===== src/hdl/wdcu_pkg.sv =====
// Constants, types and timeout tables for the watchdog configuration and unlock block
// ****************************************************************
// Operation
// - Two-bit mode field picks watchdog supervision mode
// - Two-bit field sets tolerated missed refreshes
// - Four-bit code picks refresh timeout min/max
// - Three-bit code picks window error timeout
// - Gate role bit sets delay and undervoltage detect
// - Fault pin drives fault low or 50 Hz
// - Question register holds six bits, resets zero
// - Wrong key word restarts sequence from first
// - Third key word selects the protected action
// - Key register write-only, key field resets zero
// ****************************************************************
package wdcu_pkg;

   // ****************************************************************
   // Register map
   // ****************************************************************
   localparam logic [7:0] WDCU_OFS_CFG0 = 8'h08; // Watchdog config primary
   localparam logic [7:0] WDCU_OFS_CFG1 = 8'h09; // Watchdog config secondary
   localparam logic [7:0] WDCU_OFS_QA = 8'h0A; // Question and answer value
   localparam logic [7:0] WDCU_OFS_KEY = 8'h0B; // Unlock sequence word, write-only
   localparam logic [7:0] WDCU_OFS_STAT = 8'h10; // Event status, write one to clear
   localparam logic [7:0] WDCU_OFS_MASK = 8'h11; // Event interrupt mask
   localparam logic [7:0] WDCU_OFS_STATE = 8'h12; // Live block state, read-only

   // Reset values
   localparam logic [7:0] WDCU_RST_CFG0 = 8'h00;
   localparam logic [7:0] WDCU_RST_CFG1 = 8'h00;
   localparam logic [5:0] WDCU_RST_QA = 6'h00;
   localparam logic [7:0] WDCU_RST_KEY = 8'h00;
   localparam logic [3:0] WDCU_RST_MASK = 4'h0;

   // Status and mask bit positions
   localparam int WDCU_EV_KEY_OK = 0; // Full key sequence accepted
   localparam int WDCU_EV_KEY_BAD = 1; // Key word mismatch
   localparam int WDCU_EV_MISS = 2; // Refresh missed (early or late)
   localparam int WDCU_EV_FAULT = 3; // Miss allowance exhausted

   // Unlock words
   localparam logic [7:0] WDCU_KEY_FIRST = 8'hD3;
   localparam logic [7:0] WDCU_KEY_SECOND = 8'h33;
   localparam logic [7:0] WDCU_KEY_FLASH = 8'hCC;
   localparam logic [7:0] WDCU_KEY_CONFIG = 8'hCD;
   localparam logic [7:0] WDCU_KEY_RESTART = 8'hCE;
   localparam logic [7:0] WDCU_KEY_DISABLE = 8'hCF;

   // ****************************************************************
   // Timing: timeouts and delays are counted in 0.5 ms ticks
   // ****************************************************************
   localparam int WDCU_CLK_PERIOD_NS = 40; // 25 MHz core clock
   localparam int WDCU_TICK_TIME_NS = 500000; // 0.5 ms tick
   localparam int WDCU_TICK_CYCLES = WDCU_TICK_TIME_NS / WDCU_CLK_PERIOD_NS;
   localparam logic [4:0] WDCU_GATE_DLY_ISO = 5'd20; // 10 ms in ticks
   localparam logic [4:0] WDCU_GATE_DLY_BAT = 5'd3; // 1.5 ms in ticks
   localparam logic [4:0] WDCU_SLOW_HALF = 5'd20; // 10 ms half period of 50 Hz

   // ****************************************************************
   // Types
   // ****************************************************************
   typedef enum logic [1:0] {
      WDCU_MODE_WAIT = 2'd0, // Waiting for configuration
      WDCU_MODE_WIN = 2'd1, // Window only
      WDCU_MODE_QA = 2'd2, // Question and answer only
      WDCU_MODE_BOTH = 2'd3 // Both checks
   } wdcu_mode_e;

   typedef enum logic [1:0] {
      WDCU_KEY_IDLE = 2'b00, // Expecting first word
      WDCU_KEY_GOT1 = 2'b01, // First word seen
      WDCU_KEY_GOT2 = 2'b11 // Second word seen
   } wdcu_key_e;

   typedef struct packed {
      wdcu_mode_e mode; // [7:6]
      logic [1:0] allow; // [5:4]
      logic [3:0] timer; // [3:0]
   } wdcu_cfg0_s;

   typedef struct packed {
      logic [1:0] unused; // [7:6] read as zero
      logic gate_role; // [5]
      logic fault_fn; // [4]
      logic [2:0] win; // [3:1]
      logic dith_off; // [0]
   } wdcu_cfg1_s;

   typedef struct packed {
      logic [7:0] addr;
      logic [7:0] wdata;
      logic wr;
      logic rd;
   } wdcu_bus_s;

   // ****************************************************************
   // Tables
   // ****************************************************************
   // Refresh timeout minimum in ticks; maximum is twice this
   function automatic logic [9:0] wdcu_refr_min(input logic [3:0] code);
      logic [9:0] t;
      t = 10'd0;
      case (code)
         4'h0: t = 10'd1;
         4'h1: t = 10'd2;
         4'h2: t = 10'd4;
         4'h3: t = 10'd8;
         4'h4: t = 10'd16;
         4'h5: t = 10'd24;
         4'h6: t = 10'd32;
         4'h7: t = 10'd48;
         4'h8: t = 10'd64;
         4'h9: t = 10'd80;
         4'hA: t = 10'd128;
         4'hB: t = 10'd144;
         4'hC: t = 10'd160;
         4'hD: t = 10'd192;
         4'hE: t = 10'd256;
         default: t = 10'd288;
      endcase
      return t;
   endfunction

   // Window error timeout maximum in ticks
   function automatic logic [9:0] wdcu_win_max(input logic [2:0] code);
      logic [9:0] t;
      t = 10'd0;
      case (code)
         3'd0: t = 10'd8;
         3'd1: t = 10'd16;
         3'd2: t = 10'd32;
         3'd3: t = 10'd64;
         3'd4: t = 10'd84;
         3'd5: t = 10'd128;
         3'd6: t = 10'd160;
         default: t = 10'd200;
      endcase
      return t;
   endfunction

   // Misses tolerated: 0, 1, 3 or 7
   function automatic logic [2:0] wdcu_allow(input logic [1:0] code);
      return 3'((4'd1 << code) - 4'd1);
   endfunction

endpackage


===== src/hdl/wdcu_ticker.sv =====
// Prescaler that turns the core clock into 0.5 ms ticks
`timescale 1ns/1ps
module wdcu_ticker #(
   parameter int unsigned TICK_CYCLES = 12500
) (
   input wire logic clk,
   input wire logic rst_n,
   output logic tick
);
   import wdcu_pkg::*;

   logic [15:0] cnt_q; // Cycles into the current tick

   // Free-running divide; tick is one cycle wide
   always_ff @(posedge clk) begin
      if (!rst_n) begin
         cnt_q <= 16'h0000;
      end else if (cnt_q == 16'(TICK_CYCLES - 1)) begin
         cnt_q <= 16'h0000;
      end else begin
         cnt_q <= cnt_q + 16'h0001;
      end
   end

   assign tick = (cnt_q == 16'(TICK_CYCLES - 1));

endmodule // wdcu_ticker


===== src/hdl/wdcu_top.sv =====
// Watchdog configuration registers, supervision timers and unlock sequence
`timescale 1ns/1ps
module wdcu_top #(
   parameter int unsigned TICK_CYCLES = wdcu_pkg::WDCU_TICK_CYCLES
) (
   input wire logic clk,
   input wire logic rst_n,
   input wire wdcu_pkg::wdcu_bus_s bus,
   output logic [7:0] rdata,
   input wire logic refresh_pulse,
   input wire logic ext_fault,
   input wire logic phase_gate_enable,
   output logic phase_gate_drive,
   output logic source_node_undervoltage_detect,
   output logic fault_flag_pin,
   output logic spread_spectrum_on,
   output logic wd_reset_out,
   output logic flash_mode,
   output logic config_mode,
   output logic irq
);
   import wdcu_pkg::*;

   // ****************************************************************
   // Declarations
   // ****************************************************************
   wdcu_cfg0_s cfg0_q; // Mode, allowance, refresh timer
   wdcu_cfg1_s cfg1_q; // Gate role, fault pin, window timer, dither
   logic [5:0] qa_q; // Question value
   logic [7:0] key_q; // Last key word, never readable
   wdcu_key_e key_st_q; // Unlock progress
   logic [3:0] stat_q; // Sticky events
   logic [3:0] mask_q; // Interrupt enables
   logic [7:0] rdata_q; // Read data, valid one cycle after strobe
   logic tick; // 0.5 ms pulse
   logic [9:0] tcnt_q; // Ticks since last refresh
   logic [2:0] miss_q; // Misses so far
   logic fault_q; // Watchdog fault latched
   logic disabled_q; // Debug disable
   logic flash_q;
   logic config_q;
   logic [9:0] err_q; // Remaining reset pulse ticks
   logic [4:0] gcnt_q; // Gate delay ticks
   logic gate_q;
   logic [4:0] scnt_q; // Slow clock half period ticks
   logic slow_q;
   logic pin_q;
   logic wr_cfg0, wr_cfg1, wr_qa, wr_key, wr_stat, wr_mask;
   logic key_ok, key_bad, act_restart, act_disable;
   logic wd_active, refresh_evt, early, late, miss, overflow;
   logic [9:0] refr_min, refr_max;
   logic [4:0] gate_dly;
   logic [3:0] ev;

   // ****************************************************************
   // Register bus decode
   // ****************************************************************
   assign wr_cfg0 = bus.wr && (bus.addr == WDCU_OFS_CFG0);
   assign wr_cfg1 = bus.wr && (bus.addr == WDCU_OFS_CFG1);
   assign wr_qa = bus.wr && (bus.addr == WDCU_OFS_QA);
   assign wr_key = bus.wr && (bus.addr == WDCU_OFS_KEY);
   assign wr_stat = bus.wr && (bus.addr == WDCU_OFS_STAT);
   assign wr_mask = bus.wr && (bus.addr == WDCU_OFS_MASK);

   // Configuration registers; unused bits store zero
   always_ff @(posedge clk) begin
      if (!rst_n) begin
         cfg0_q <= wdcu_cfg0_s'(WDCU_RST_CFG0);
         cfg1_q <= wdcu_cfg1_s'(WDCU_RST_CFG1);
      end else begin
         if (wr_cfg0) begin
            cfg0_q <= wdcu_cfg0_s'(bus.wdata);
         end
         if (wr_cfg1) begin
            cfg1_q <= wdcu_cfg1_s'({2'b00, bus.wdata[5:0]});
         end
      end
   end

   // Question register, full read/write
   always_ff @(posedge clk) begin
      if (!rst_n) begin
         qa_q <= WDCU_RST_QA;
      end else if (wr_qa) begin
         qa_q <= bus.wdata[5:0];
      end
   end

   // Read port; the key word is deliberately never returned
   always_ff @(posedge clk) begin
      if (!rst_n) begin
         rdata_q <= 8'h00;
      end else if (bus.rd) begin
         case (bus.addr)
            WDCU_OFS_CFG0: rdata_q <= cfg0_q;
            WDCU_OFS_CFG1: rdata_q <= cfg1_q;
            WDCU_OFS_QA: rdata_q <= {2'b00, qa_q};
            WDCU_OFS_STAT: rdata_q <= {4'h0, stat_q};
            WDCU_OFS_MASK: rdata_q <= {4'h0, mask_q};
            WDCU_OFS_STATE: rdata_q <= {key_st_q, miss_q, fault_q, disabled_q, config_q};
            default: rdata_q <= 8'h00; // Key register and unmapped
         endcase
      end else begin
         rdata_q <= 8'h00;
      end
   end
   assign rdata = rdata_q;

   // ****************************************************************
   // Unlock sequence
   // ****************************************************************
   // Holds the last word written; reset clears it
   always_ff @(posedge clk) begin
      if (!rst_n) begin
         key_q <= WDCU_RST_KEY;
      end else if (wr_key) begin
         key_q <= bus.wdata;
      end
   end

   // Any wrong word drops progress back to the first word
   always_ff @(posedge clk) begin
      if (!rst_n) begin
         key_st_q <= WDCU_KEY_IDLE;
      end else if (wr_key) begin
         case (key_st_q)
            WDCU_KEY_IDLE: key_st_q <= (bus.wdata == WDCU_KEY_FIRST) ? WDCU_KEY_GOT1
                                                                     : WDCU_KEY_IDLE;
            WDCU_KEY_GOT1: key_st_q <= (bus.wdata == WDCU_KEY_SECOND) ? WDCU_KEY_GOT2
                                                                      : WDCU_KEY_IDLE;
            default: key_st_q <= WDCU_KEY_IDLE; // Third word always ends the sequence
         endcase
      end
   end

   // Third word: top six bits shared by all four actions
   assign key_ok = wr_key && (key_st_q == WDCU_KEY_GOT2)
                   && (bus.wdata[7:2] == WDCU_KEY_FLASH[7:2]);
   assign key_bad = wr_key && !key_ok && !((key_st_q == WDCU_KEY_IDLE)
                   && (bus.wdata == WDCU_KEY_FIRST))
                   && !((key_st_q == WDCU_KEY_GOT1) && (bus.wdata == WDCU_KEY_SECOND));
   assign act_restart = key_ok && (bus.wdata == WDCU_KEY_RESTART);
   assign act_disable = key_ok && (bus.wdata == WDCU_KEY_DISABLE);

   // Flash and config flags stay until reset; there is no documented exit; restart key clears disable
   always_ff @(posedge clk) begin
      if (!rst_n) begin
         flash_q <= 1'b0;
         config_q <= 1'b0;
         disabled_q <= 1'b0;
      end else begin
         if (key_ok && (bus.wdata == WDCU_KEY_FLASH)) begin
            flash_q <= 1'b1;
         end
         if (key_ok && (bus.wdata == WDCU_KEY_CONFIG)) begin
            config_q <= 1'b1;
         end
         if (act_disable) begin
            disabled_q <= 1'b1;
         end else if (act_restart) begin
            disabled_q <= 1'b0;
         end
      end
   end
   assign flash_mode = flash_q;
   assign config_mode = config_q;

   // ****************************************************************
   // Supervision timers
   // ****************************************************************
   wdcu_ticker #(
      .TICK_CYCLES(TICK_CYCLES)
   ) u_ticker (
      .clk(clk),
      .rst_n(rst_n),
      .tick(tick)
   );

   assign refr_min = wdcu_refr_min(cfg0_q.timer);
   assign refr_max = {refr_min[8:0], 1'b0};
   assign wd_active = (cfg0_q.mode != WDCU_MODE_WAIT) && !disabled_q && !fault_q;
   // Window refreshes come from the pin, answers from the question register
   assign refresh_evt = wd_active && ((cfg0_q.mode[0] && refresh_pulse)
                        || (cfg0_q.mode[1] && wr_qa));
   // Only the window check penalises a refresh that comes too soon
   assign early = refresh_evt && cfg0_q.mode[0] && (tcnt_q < refr_min);
   assign late = wd_active && (tcnt_q >= refr_max);
   assign miss = early || late;
   assign overflow = miss && (miss_q >= wdcu_allow(cfg0_q.allow));

   // Tick count since the last refresh, early or not, or late miss
   always_ff @(posedge clk) begin
      if (!rst_n) begin
         tcnt_q <= 10'd0;
      end else if (!wd_active || refresh_evt || late || act_restart) begin
         tcnt_q <= 10'd0;
      end else if (tick) begin
         tcnt_q <= tcnt_q + 10'd1;
      end
   end

   // Miss counter and fault latch; only the restart key clears them
   always_ff @(posedge clk) begin
      if (!rst_n) begin
         miss_q <= 3'd0;
         fault_q <= 1'b0;
      end else if (act_restart) begin
         miss_q <= 3'd0;
         fault_q <= 1'b0;
      end else if (overflow) begin
         fault_q <= 1'b1;
      end else if (miss) begin
         miss_q <= miss_q + 3'd1;
      end
   end

   // Reset pulse lasts the window error timeout selected by the win field
   always_ff @(posedge clk) begin
      if (!rst_n) begin
         err_q <= 10'd0;
      end else if (overflow) begin
         err_q <= wdcu_win_max(cfg1_q.win);
      end else if (tick && (err_q != 10'd0)) begin
         err_q <= err_q - 10'd1;
      end
   end
   assign wd_reset_out = (err_q != 10'd0);

   // ****************************************************************
   // Auxiliary outputs
   // ****************************************************************
   assign gate_dly = cfg1_q.gate_role ? WDCU_GATE_DLY_BAT : WDCU_GATE_DLY_ISO;

   // Gate follows its enable after the role-dependent delay, both edges
   always_ff @(posedge clk) begin
      if (!rst_n) begin
         gcnt_q <= 5'd0;
         gate_q <= 1'b0;
      end else if (phase_gate_enable == gate_q) begin
         gcnt_q <= 5'd0;
      end else if (tick) begin
         if (gcnt_q + 5'd1 >= gate_dly) begin
            gate_q <= phase_gate_enable;
            gcnt_q <= 5'd0;
         end else begin
            gcnt_q <= gcnt_q + 5'd1;
         end
      end
   end
   assign phase_gate_drive = gate_q;
   assign source_node_undervoltage_detect = cfg1_q.gate_role;

   // Slow square wave, 20 ms period
   always_ff @(posedge clk) begin
      if (!rst_n) begin
         scnt_q <= 5'd0;
         slow_q <= 1'b0;
      end else if (tick) begin
         if (scnt_q == WDCU_SLOW_HALF - 5'd1) begin
            scnt_q <= 5'd0;
            slow_q <= ~slow_q;
         end else begin
            scnt_q <= scnt_q + 5'd1;
         end
      end
   end

   // Pin is registered so it never glitches between sources
   always_ff @(posedge clk) begin
      if (!rst_n) begin
         pin_q <= 1'b1;
      end else if (cfg1_q.fault_fn) begin
         pin_q <= slow_q;
      end else begin
         pin_q <= !(fault_q || ext_fault);
      end
   end
   assign fault_flag_pin = pin_q;
   assign spread_spectrum_on = !cfg1_q.dith_off;

   // ****************************************************************
   // Events and interrupt
   // ****************************************************************
   assign ev = {overflow, miss, key_bad, key_ok};

   // Set beats clear so an event in the clearing cycle survives
   always_ff @(posedge clk) begin
      if (!rst_n) begin
         stat_q <= 4'h0;
         mask_q <= WDCU_RST_MASK;
      end else begin
         stat_q <= (stat_q & ~(wr_stat ? bus.wdata[3:0] : 4'h0)) | ev;
         if (wr_mask) begin
            mask_q <= bus.wdata[3:0];
         end
      end
   end
   assign irq = |(stat_q & mask_q);
endmodule // wdcu_top


===== config.mk =====
export PLATFORM = sky130hd
export DESIGN_NAME = wdcu_top
export DESIGN_NICKNAME = d
export VERILOG_FILES = /design/src/hdl/wdcu_pkg.sv /design/src/hdl/wdcu_ticker.sv /design/src/hdl/wdcu_top.sv
export SDC_FILE = /design/constraint.sdc
export NUM_CORES = 1
export LEC_CHECK = 0
export BUFFER_PORTS_ARGS = -buffer_cell sky130_fd_sc_hd__buf_2
export CELL_PAD_IN_SITES_DETAIL_PLACEMENT = 0
export CELL_PAD_IN_SITES_GLOBAL_PLACEMENT = 1
export CORE_MARGIN = 4
export CORE_UTILIZATION = 45
export CTS_BUF_LIST = sky130_fd_sc_hd__clkbuf_16
export CTS_CLUSTER_DIAMETER = 60
export DETAILED_ROUTE_END_ITERATION = 8
export GPL_ROUTABILITY_DRIVEN = 1
export GPL_TIMING_DRIVEN = 1
export PLACE_DENSITY = 0.87
export SYNTH_ARGS = -nofsm -noshare
export SYNTH_HDL_FRONTEND = slang
export SYNTH_SLANG_ARGS = --single-unit

===== constraint.sdc =====
create_clock -name clk -period 2.8 [get_ports clk]
set_input_delay 0.56 -clock clk [delete_from_list [all_inputs] [get_ports clk]]
set_output_delay 0.56 -clock clk [all_outputs]
set_load 0.01 [all_outputs]

==> impl_metrics.py, run 1 <==
metrics = {
    "floorplanning": {
        "dieWidth_um": 118.3,
        "fp.dieArea_um2": 14000,
        "start_util_pct": 45.79,
        "die_h_um": 118.3,
        "num_io_pins": 39,
        "coreArea_um2": 11960,
        "rows": 40,
    },
    "logic_synthesis": {
        "synth.top_cell.area_share_pct": 37.64,
        "yosysMostFrequentCell": "dfxtp_1",
        "synth_warnings": 0,
        "synth_area_leader_cell": "dfxtp_1",
        "synthAdderAreaFrac_pct": 8.223,
        "ys_types": 65,
        "ys_ff_latch": 103,
        "netlist_area_um2": 5478,
        "postSynth.asyncResetShare_pct": 0,
        "seq_area_frac_synth_pct": 37.64,
        "syn-instance-count": 619,
        "synthSimpleGateAreaFrac_pct": 24.14,
        "synth_top_family_by_area": "simple AND/OR/NAND/NOR gates",
        "syn_area_per_cell_um2": 8.849,
        "synth_xor_area_share_pct": 6.076,
        "synth_compound_area_share_pct": 12.68,
        "synth_ff_type": "dfxtp_1",
        "synth_nets": 678,
        "synth.area.top_cells": "dfxtp_1 (38%), ha_1 (8.2%), mux2i_1 (6.2%)",
        "synthTopCellsByCount": "dfxtp_1 (103), nor2_1 (85), nand2_1 (50), ha_1 (36), mux2i_1 (34)",
        "synth_edf_count": 0,
        "synth.area.mux_share_pct": 6.624,
    },
    "sta": {
        "worst_pin_slew_ns": 0.5293,
        "finalSetupTns_ns": 0,
        "period_share_pct": 91.92,
        "finClkSkew_ns": 0.006902,
        "setup_viol_count_final": 0,
        "grt_setup_unrepaired": "false",
        "period_minus_slack_ns": 2.574,
        "maxSlewViolCount": 0,
        "slew_headroom_pct": 64.39,
        "max_freq_ghz": 0.3885,
        "holdWs_ns": 0.4644,
        "hold_violations": 0,
    },
    "setup_path": {
        "cpPeakStageDelay_ns": 0.38,
        "crit_chain": "inv_1 -> ha_1 -> nor4b_1 -> nand3b_1 -> buf_2",
        "required_ns": 2.24,
        "cp_data_arrival_time_ns": 2.01,
        "worst_path_max_delay_cell": "nor4b_1",
        "start_kind": "flip-flop",
        "r2r_slack_ns": 0.37,
        "worstSetupEndpointType": "output pin",
        "path_class": "flip-flop to output pin",
        "critPathMaxFanout": 8,
    },
    "final_layout": {
        "drive_gt1_share_pct": 13.49,
        "final_nets": 721,
        "finish.utilization_pct": 51.51,
        "antenna_cells": 0,
        "synthToLayoutAreaGrowth_pct": 12.47,
    },
    "hold_path": {
        "hold_path_class": "flip-flop to flip-flop",
    },
    "route": {
        "drtIter0Drc": 298,
        "num_vias": 4567,
        "remaining_drc_errors": 0,
        "routed_wl_um": 12490,
        "drt_pre_antenna_iters": 4,
        "antenna_left": 0,
        "post_drt_wl_per_cell_um": 15.35,
        "vias_per_cell": 5.611,
    },
    "power": {
        "peakVddDrop_mv": 0.3609,
        "p_per_area_nw_per_um2": 461.7,
        "power.leakage_nw": 2.490,
        "power_w": 0.002845,
    },
    "grt": {
        "met3_usage_pct": 3.014,
        "top_usage_layer": "met2",
        "antenna_found_initial": 0,
        "grt_util_met1_pct": 22.73,
        "grt_pass1_wl_um": 20890,
        "grt_pass1_vias": 4487,
        "grt_max_degree": 32,
        "met2_usage_pct": 29.55,
        "grt_usage_pct": 17.97,
        "overflow": 0,
    },
    "clock_tree": {
        "holdBufCountCts": 0,
        "cts.path.max_buffers": 2,
        "cts_tree": "built",
        "cts_resized": 0,
        "cts.reportedPaths.clkPinSlew_ns": 0.07,
        "cts_buffers": 9,
        "htreeDepth": 3,
        "insertion_delay_ns": 0.35,
        "cts_root_buffer": "clkbuf_16",
        "post_cts_buffers": 0,
        "cts.sinks": 103,
    },
    "job": {
        "cap_violations": 0,
    },
    "place": {
        "dpl.hpwl_um": 9422,
        "port_buffers": 38,
        "gp_congestion": 0.8664,
    },
    "run_status": {
        "status": "complete, no violations",
    },
}
cell families (layout without fill, tap and decap cells):
kind of cell / count (synthesis) / count (layout)
simple gates: 254 / 254
flops: 103 / 103
compound gates: 97 / 97
buf+inv: 55 / 103
xor+xnor: 38 / 38
fa+ha+maj: 36 / 36
mux: 36 / 36
critical path, delay by kind of cell, from the launching register on:
family / cells / cell delay, ns
fa+ha+maj: 1 / 0.25
buf+inv: 2 / 0.37
simple gates: 2 / 0.70
flops: 1 / 0.35
cells in the final DEF (no fill, tap or decap), drive strengths merged, types with 4 or more instances in the layout:
cell,count
xor2,16
buf,56
nor2,85
nand2b,11
and2,5
o211ai,7
dfxtp,103
nor4,8
o21a,5
ha,36
nand4,13
a21oi,24
nand3,18
nand3b,5
nor3,23
xnor2,22
a22oi,7
nor3b,5
o21ai,23
nand2,50
clkbuf,9
mux2i,34
inv,32
or3,4
and3,7
a211oi,9
layout make-up:
type | count | area (um^2)
clock inverters | 7 | 72.57
inverters | 31 | 116.4
flip-flops and latches | 103 | 2062
clock buffers | 9 | 225.2
fillers | 1126 | 5801
well taps | 147 | 183.9
multi-input cells | 461 | 3163
repair buffers | 56 | 337.8
through the flow:
step                      instance area (um^2)  instances  setup slack [ns]
after floorplan                           5478        619            0.4909
after global placement                    5863        798            0.3063
after detailed placement                  5863        798            0.2783
after CTS                                 6161        814            0.2600
after global routing                      6161        814            0.1495
final                                     6161        814            0.2263
layer usage:
layer	vias to the layer above	share of wire (%)
met5	-	0
met4	0	2.9
met3	30	3.5
met2	105	47
met1	2157	47
li1	2275	-
path summary, 6_finish.rpt:
kind                     start           endpoint  cells after the start
min reg2reg  u_ticker.cnt_q[0]  u_ticker.cnt_q[0]                      1
max                   err_q[0]       wd_reset_out                      5
max reg2reg          tcnt_q[3]           err_q[6]                      8
min          u_ticker.cnt_q[0]  u_ticker.cnt_q[0]                      1
where the power goes:
part           internal (W)  leakage [nW]  switching (W)
sequential          0.00147         0.830     0.00000435
combinational     0.0000353          1.52      0.0000658
clock              0.000695         0.142       0.000576
state kept, by name (all words and copies together), names as in the netlist, 3 cells and up:
register,cells
u_ticker.cnt_q,16
err_q,10
tcnt_q,10
refr_min,9
cfg0_q,8
rdata,8
qa_q,6
cfg1_q,5
gcnt_q,5
scnt_q,5
mask_q,4
stat_q,4
miss_q,3
No activity file was read; power rests on OpenSTA's default activity.
==> run 2: changes to the inputs <==
Settings changed: BUFFER_PORTS_ARGS -buffer_cell sky130_fd_sc_hd__buf_2 to unset, DONT_BUFFER_PORTS set to 1, PLACE_DENSITY 0.87 to 0.83.
==> run 2 against run 1 <==
  * Sequential share of layout area is 1.5 points higher
  * Register-to-register slack about the same
  * Final area down 4.2%
  * Sequential power barely moved
  * Via count down 6.1%
  * Count of clock-buffer cells in the layout unchanged
  * Total power shrank 3.4%
  * Non-clock buffer count decreased by 46
  * Die area unchanged
  * Critical path type is now flip-flop to flip-flop
  * Global-route usage fell by 0.15 points
==> impl_metrics.py, run 2 (same netlist as run 1, synthesis figures left out) <==
metrics = {
    "floorplanning": {
        "start_util_pct": 45.79,
        "die_h_um": 118.3,
        "rows": 40,
        "fp.dieArea_um2": 14000,
        "dieWidth_um": 118.3,
        "num_io_pins": 39,
        "coreArea_um2": 11960,
    },
    "clock_tree": {
        "cts_resized": 0,
        "cts_root_buffer": "clkbuf_16",
        "holdBufCountCts": 0,
        "cts_tree": "built",
        "cts_buffers": 9,
        "cts.path.max_buffers": 2,
        "insertion_delay_ns": 0.34,
        "htreeDepth": 3,
        "cts.sinks": 103,
        "cts.reportedPaths.clkPinSlew_ns": 0.07,
        "post_cts_buffers": 0,
    },
    "sta": {
        "period_share_pct": 86.32,
        "finalSetupTns_ns": 0,
        "worst_pin_slew_ns": 0.7727,
        "setup_viol_count_final": 0,
        "hold_violations": 0,
        "slew_headroom_pct": 47.94,
        "max_freq_ghz": 0.4137,
        "maxSlewViolCount": 0,
        "period_minus_slack_ns": 2.417,
        "finClkSkew_ns": 0.008204,
        "grt_setup_unrepaired": "false",
        "holdWs_ns": 0.3315,
    },
    "final_layout": {
        "drive_gt1_share_pct": 6.613,
        "reg_top3": "u_ticker.cnt_q x16, err_q x10, tcnt_q x10",
        "final_cell_mix": "dfxtp_1 (103), nor2_1 (85), nand2_1 (50), ha_1 (36), mux2i_1 (34)",
        "final_nets": 675,
        "fillers": 1105,
        "antenna_cells": 0,
        "max_flop_register": "u_ticker.cnt_q",
        "largest_reg_flops": 16,
        "synthToLayoutAreaGrowth_pct": 7.698,
        "final_common_cell": "dfxtp_1",
        "finish.utilization_pct": 49.32,
    },
    "power": {
        "seq_power_share_pct": 53.7,
        "power.leakage_nw": 2.269,
        "p_sw_w": 0.0005737,
        "clkPwrFrac_pct": 44.5,
        "p_int_w": 0.002173,
        "comb_power_share_pct": 1.8,
        "switching_share_pct": 20.89,
        "p_per_area_nw_per_um2": 465.6,
        "peakVddDrop_mv": 0.3882,
        "power_w": 0.002747,
    },
    "route": {
        "antenna_left": 0,
        "vias_per_cell": 5.591,
        "num_vias": 4288,
        "drtIter0Drc": 183,
        "routed_wl_um": 12210,
        "drt_pre_antenna_iters": 4,
        "post_drt_wl_per_cell_um": 15.92,
        "remaining_drc_errors": 0,
    },
    "setup_path": {
        "worst_path_max_delay_cell": "and4_1",
        "r2r-end": "tcnt_q[9]",
        "cpPeakStageDelay_ns": 0.57,
        "r2r_slack_ns": 0.38,
        "cp_data_arrival_time_ns": 2.64,
        "worst_r2r_startpoint": "u_ticker.cnt_q[0]",
        "critPathMaxFanout": 13,
        "worstRegToRegCells": 7,
        "crit_chain": "ha_1 -> nor4bb_1 -> and4_1 -> nand4_1 -> nor3_1 -> xnor2_1 -> nor2_1",
        "required_ns": 3.02,
        "start_kind": "flip-flop",
        "worstSetupEndpointType": "flip-flop",
        "path_class": "flip-flop to flip-flop",
        "critPathLaunch": "u_ticker.cnt_q[0]",
    },
    "grt": {
        "grt_pass1_vias": 4153,
        "grt_usage_pct": 17.82,
        "antenna_found_initial": 0,
        "grt_max_degree": 30,
        "overflow": 0,
        "grt_pass1_wl_um": 20620,
    },
    "job": {
        "cap_violations": 0,
    },
    "hold_path": {
        "min_to": "fault_flag_pin",
        "hold_path_startpoint": "rst_n",
        "hold_path_class": "primary input to flip-flop",
        "hold_path_depth": 1,
    },
    "place": {
        "dpl.hpwl_um": 9101,
        "gp_congestion": 0.8857,
        "port_buffers": 0,
    },
    "run_status": {
        "status": "complete, no violations",
    },
}
[run 2: cell types whose count changed in the layout (fill, tap and decap cells not counted)]
cell	before	now
clkinv_2	2	0
clkinv_4	1	0
clkinv_1	0	2
buf_2	38	0
buf_4	17	9
[run 2: layout make-up]
class                           count  area [um^2]  share of cell area (%)
Clock buffer                        9        225.2                   3.818
Sequential cell                   103         2062                   34.95
Inverter                           31        116.4                   1.972
Tap cell                          147        183.9                   3.118
Clock inverter                      6        61.31                   1.039
Multi-Input combinational cell    461         3163                   53.62
Timing Repair Buffer               10        87.58                   1.485
[run 2: metal layers]
| layer | vias to the layer above | global-route usage [%] | routed length [um] |
|---|---|---|---|
| li1 | 2184 | - | - |
| met1 | 1999 | 23.05 | 5715 |
| met2 | 84 | 29.08 | 5671 |
| met3 | 21 | 3.493 | 525 |
| met4 | 0 | 7.399 | 301 |
| met5 | - | 0 | 0 |
[run 2: power groups by stage]
stage,Clock [W],Combinational (W),Sequential (W)
final,0.00122,0.0000502,0.00147
after global placement,0,0.0000490,0.00151
after detailed placement,0,0.0000500,0.00151
after CTS,0.00126,0.0000503,0.00147
after global routing,0.00132,0.0000551,0.00147
after floorplan,0,0.0000568,0.00151
[run 2: through the flow]
step,worst slack (ns),instances,instance area [um^2]
after CTS,0.3828,767,5899
final,0.3830,767,5899
after global routing,0.1050,767,5899
after global placement,0.2982,752,5613
after detailed placement,0.2878,752,5613
after floorplan,0.4909,619,5478
[run 2: worst max-delay path: cells and delay by family (launching register included)]
kind / cells / cell delay [ns]
xor gates and xnor gates: 1 / 0.15
adders and majority gates: 1 / 0.24
DFF: 1 / 0.37
and+or+nand+nor: 5 / 1.53
[run 2: how the worst max path moves through the flow]
stage | endpoint | slack, ns
2_1_floorplan | err_q[3] | 0.49
3_3_place_gp | refr_min[5] | 0.30
3_5_place_dp | refr_min[5] | 0.29
4_1_cts | err_q[6] | 0.38
5_1_grt | miss_q[2] | 0.11
6_report | tcnt_q[9] | 0.38
==> run 3: changes to the inputs <==
Settings changed: RECOVER_POWER set to 50.
==> run 3 against run 2 <==
  * Wire length about the same
  * Clock skew decreased by 0.0012 ns
  * Cell count stayed put
  * Highest routed layer unchanged
  * Total power decreased by 0.26%
  * Fmax fell by 3.0%
  * Hold slack improved by 0.0017 ns
  * Non-clock buffer count stayed put
  * Clock power barely moved
  * Utilization shrank 0.32 points
  * Via count down 0.21%
  * Largest power group unchanged
  * Count of clock-buffer cells in the layout did not move
==> impl_metrics.py, run 3 (same netlist as run 1, synthesis figures left out) <==
metrics = {
    "clock_tree": {
        "cts_root_buffer": "clkbuf_16",
        "cts.path.max_buffers": 2,
        "holdBufCountCts": 0,
        "cts.reportedPaths.clkPinSlew_ns": 0.07,
        "cts.sinks": 103,
        "cts_tree": "built",
        "post_cts_buffers": 0,
        "cts_buffers": 9,
        "cts_resized": 0,
        "insertion_delay_ns": 0.34,
        "htreeDepth": 3,
    },
    "setup_path": {
        "cp_data_arrival_time_ns": 2.77,
        "worstRegToRegCells": 7,
        "critPathMaxFanout": 9,
        "start_kind": "primary input",
        "worst_r2r_startpoint": "u_ticker.cnt_q[0]",
        "r2r-end": "tcnt_q[9]",
        "r2r_slack_ns": 0.38,
        "worstSetupEndpointType": "flip-flop",
        "path_class": "primary input to flip-flop",
        "required_ns": 3.08,
    },
    "final_layout": {
        "fillers": 1112,
        "final_cell_mix": "dfxtp_1 (103), nor2_1 (85), nand2_1 (50), ha_1 (36), mux2i_1 (34)",
        "largest_reg_flops": 16,
        "drive_gt1_share_pct": 5.484,
        "reg_top3": "u_ticker.cnt_q x16, err_q x10, tcnt_q x10",
        "max_flop_register": "u_ticker.cnt_q",
        "final_common_cell": "dfxtp_1",
        "final_nets": 675,
        "antenna_cells": 0,
        "synthToLayoutAreaGrowth_pct": 6.989,
    },
    "floorplanning": {
        "fp.dieArea_um2": 14000,
        "start_util_pct": 45.79,
        "dieWidth_um": 118.3,
        "die_h_um": 118.3,
        "rows": 40,
        "coreArea_um2": 11960,
        "num_io_pins": 39,
    },
    "power": {
        "peakVddDrop_mv": 0.3873,
        "power_w": 0.002740,
        "p_int_w": 0.002173,
        "clkPwrFrac_pct": 44.4,
        "p_sw_w": 0.0005671,
        "comb_power_share_pct": 1.8,
        "seq_power_share_pct": 53.8,
        "p_per_area_nw_per_um2": 467.5,
        "switching_share_pct": 20.70,
        "power.leakage_nw": 2.232,
    },
    "grt": {
        "grt_pass1_vias": 4153,
        "top_usage_layer": "met2",
        "antenna_found_initial": 0,
        "met3_usage_pct": 3.493,
        "grt_max_degree": 30,
        "grt_pass1_wl_um": 20620,
        "grt_usage_pct": 17.82,
        "met2_usage_pct": 29.08,
        "grt_util_met1_pct": 23.05,
        "overflow": 0,
    },
    "hold_path": {
        "min_to": "fault_flag_pin",
        "hold_path_startpoint": "rst_n",
        "hold_path_depth": 1,
        "hold_path_class": "primary input to flip-flop",
    },
    "place": {
        "dpl.hpwl_um": 9101,
        "port_buffers": 0,
        "gp_congestion": 0.8857,
    },
    "sta": {
        "period_minus_slack_ns": 2.491,
        "finalSetupTns_ns": 0,
        "max_freq_ghz": 0.4014,
        "finClkSkew_ns": 0.006976,
        "setup_viol_count_final": 0,
        "grt_setup_unrepaired": "false",
        "maxSlewViolCount": 0,
        "worst_pin_slew_ns": 1.139,
        "period_share_pct": 88.98,
        "slew_headroom_pct": 23.87,
        "hold_violations": 0,
    },
    "route": {
        "routed_wl_um": 12220,
        "drt_pre_antenna_iters": 5,
        "drtIter0Drc": 181,
        "antenna_left": 0,
        "remaining_drc_errors": 0,
        "num_vias": 4279,
        "post_drt_wl_per_cell_um": 15.93,
        "vias_per_cell": 5.579,
    },
    "run_status": {
        "status": "complete, no violations",
    },
    "job": {
        "cap_violations": 0,
    },
}
-- run 3: cell count changes in the layout (fill, tap and decap cells not counted), sizes merged --
cell	before	now
buf	10	7
clkbuf	9	12
-- run 3: layer usage --
metal,share of wire (%),routed length [um],up-vias
met2,46,5647,82
met4,2.3,284,0
met5,0,0,-
li1,-,-,2183
met1,47,5763,1994
met3,4.3,525,20
-- run 3: critical path: stages --
cell and delay, ns:
or4_1 0.65, nor3b_1 0.96, nor3b_1 0.34, a222oi_1 0.14, nor2_1 0.11
-- run 3: worst max-delay path by stage --
| stage | start | end |
|---|---|---|
| final | bus[12] | rdata[4] |
| after global placement | bus[12] | refr_min[5] |
| after CTS | cfg0_q[4] | err_q[6] |
| after floorplan | cfg0_q[4] | err_q[3] |
| after detailed placement | bus[12] | refr_min[5] |
| after global routing | tcnt_q[2] | miss_q[2] |
-- run 3: power groups by stage --
stage | logic, W | registers (W) | clock network [W]
6_report | 0.0000489 | 0.00147 | 0.00122
5_1_grt | 0.0000536 | 0.00147 | 0.00132
3_5_place_dp | 0.0000500 | 0.00151 | 0
3_3_place_gp | 0.0000490 | 0.00151 | 0
2_1_floorplan | 0.0000568 | 0.00151 | 0
4_1_cts | 0.0000503 | 0.00147 | 0.00126
-- run 3: final cells by class --
type | instances | area (um^2) | share of cell area (%)
Multi-Input combinational cell | 461 | 3136 | 53.50
Sequential cell | 103 | 2062 | 35.18
Inverter | 31 | 116.4 | 1.985
Tap cell | 147 | 183.9 | 3.138
Clock buffer | 9 | 225.2 | 3.843
Clock inverter | 6 | 61.31 | 1.046
Timing Repair Buffer | 10 | 76.32 | 1.302
-- run 3: metrics by stage --
stage / utilization [%] / setup WS (ns) / instance area, um^2 / cells / hold WS, ns
after global routing: 49.00 / 0.1050 / 5861 / 767 / 0.3270
after global placement: 46.92 / 0.2982 / 5613 / 752 / 0.4434
after detailed placement: 46.92 / 0.2878 / 5613 / 752 / 0.4566
after floorplan: - / 0.4909 / 5478 / 619 / 0.4262
after CTS: 49.32 / 0.3828 / 5899 / 767 / 0.3233
final: 49.00 / 0.3086 / 5861 / 767 / 0.3332
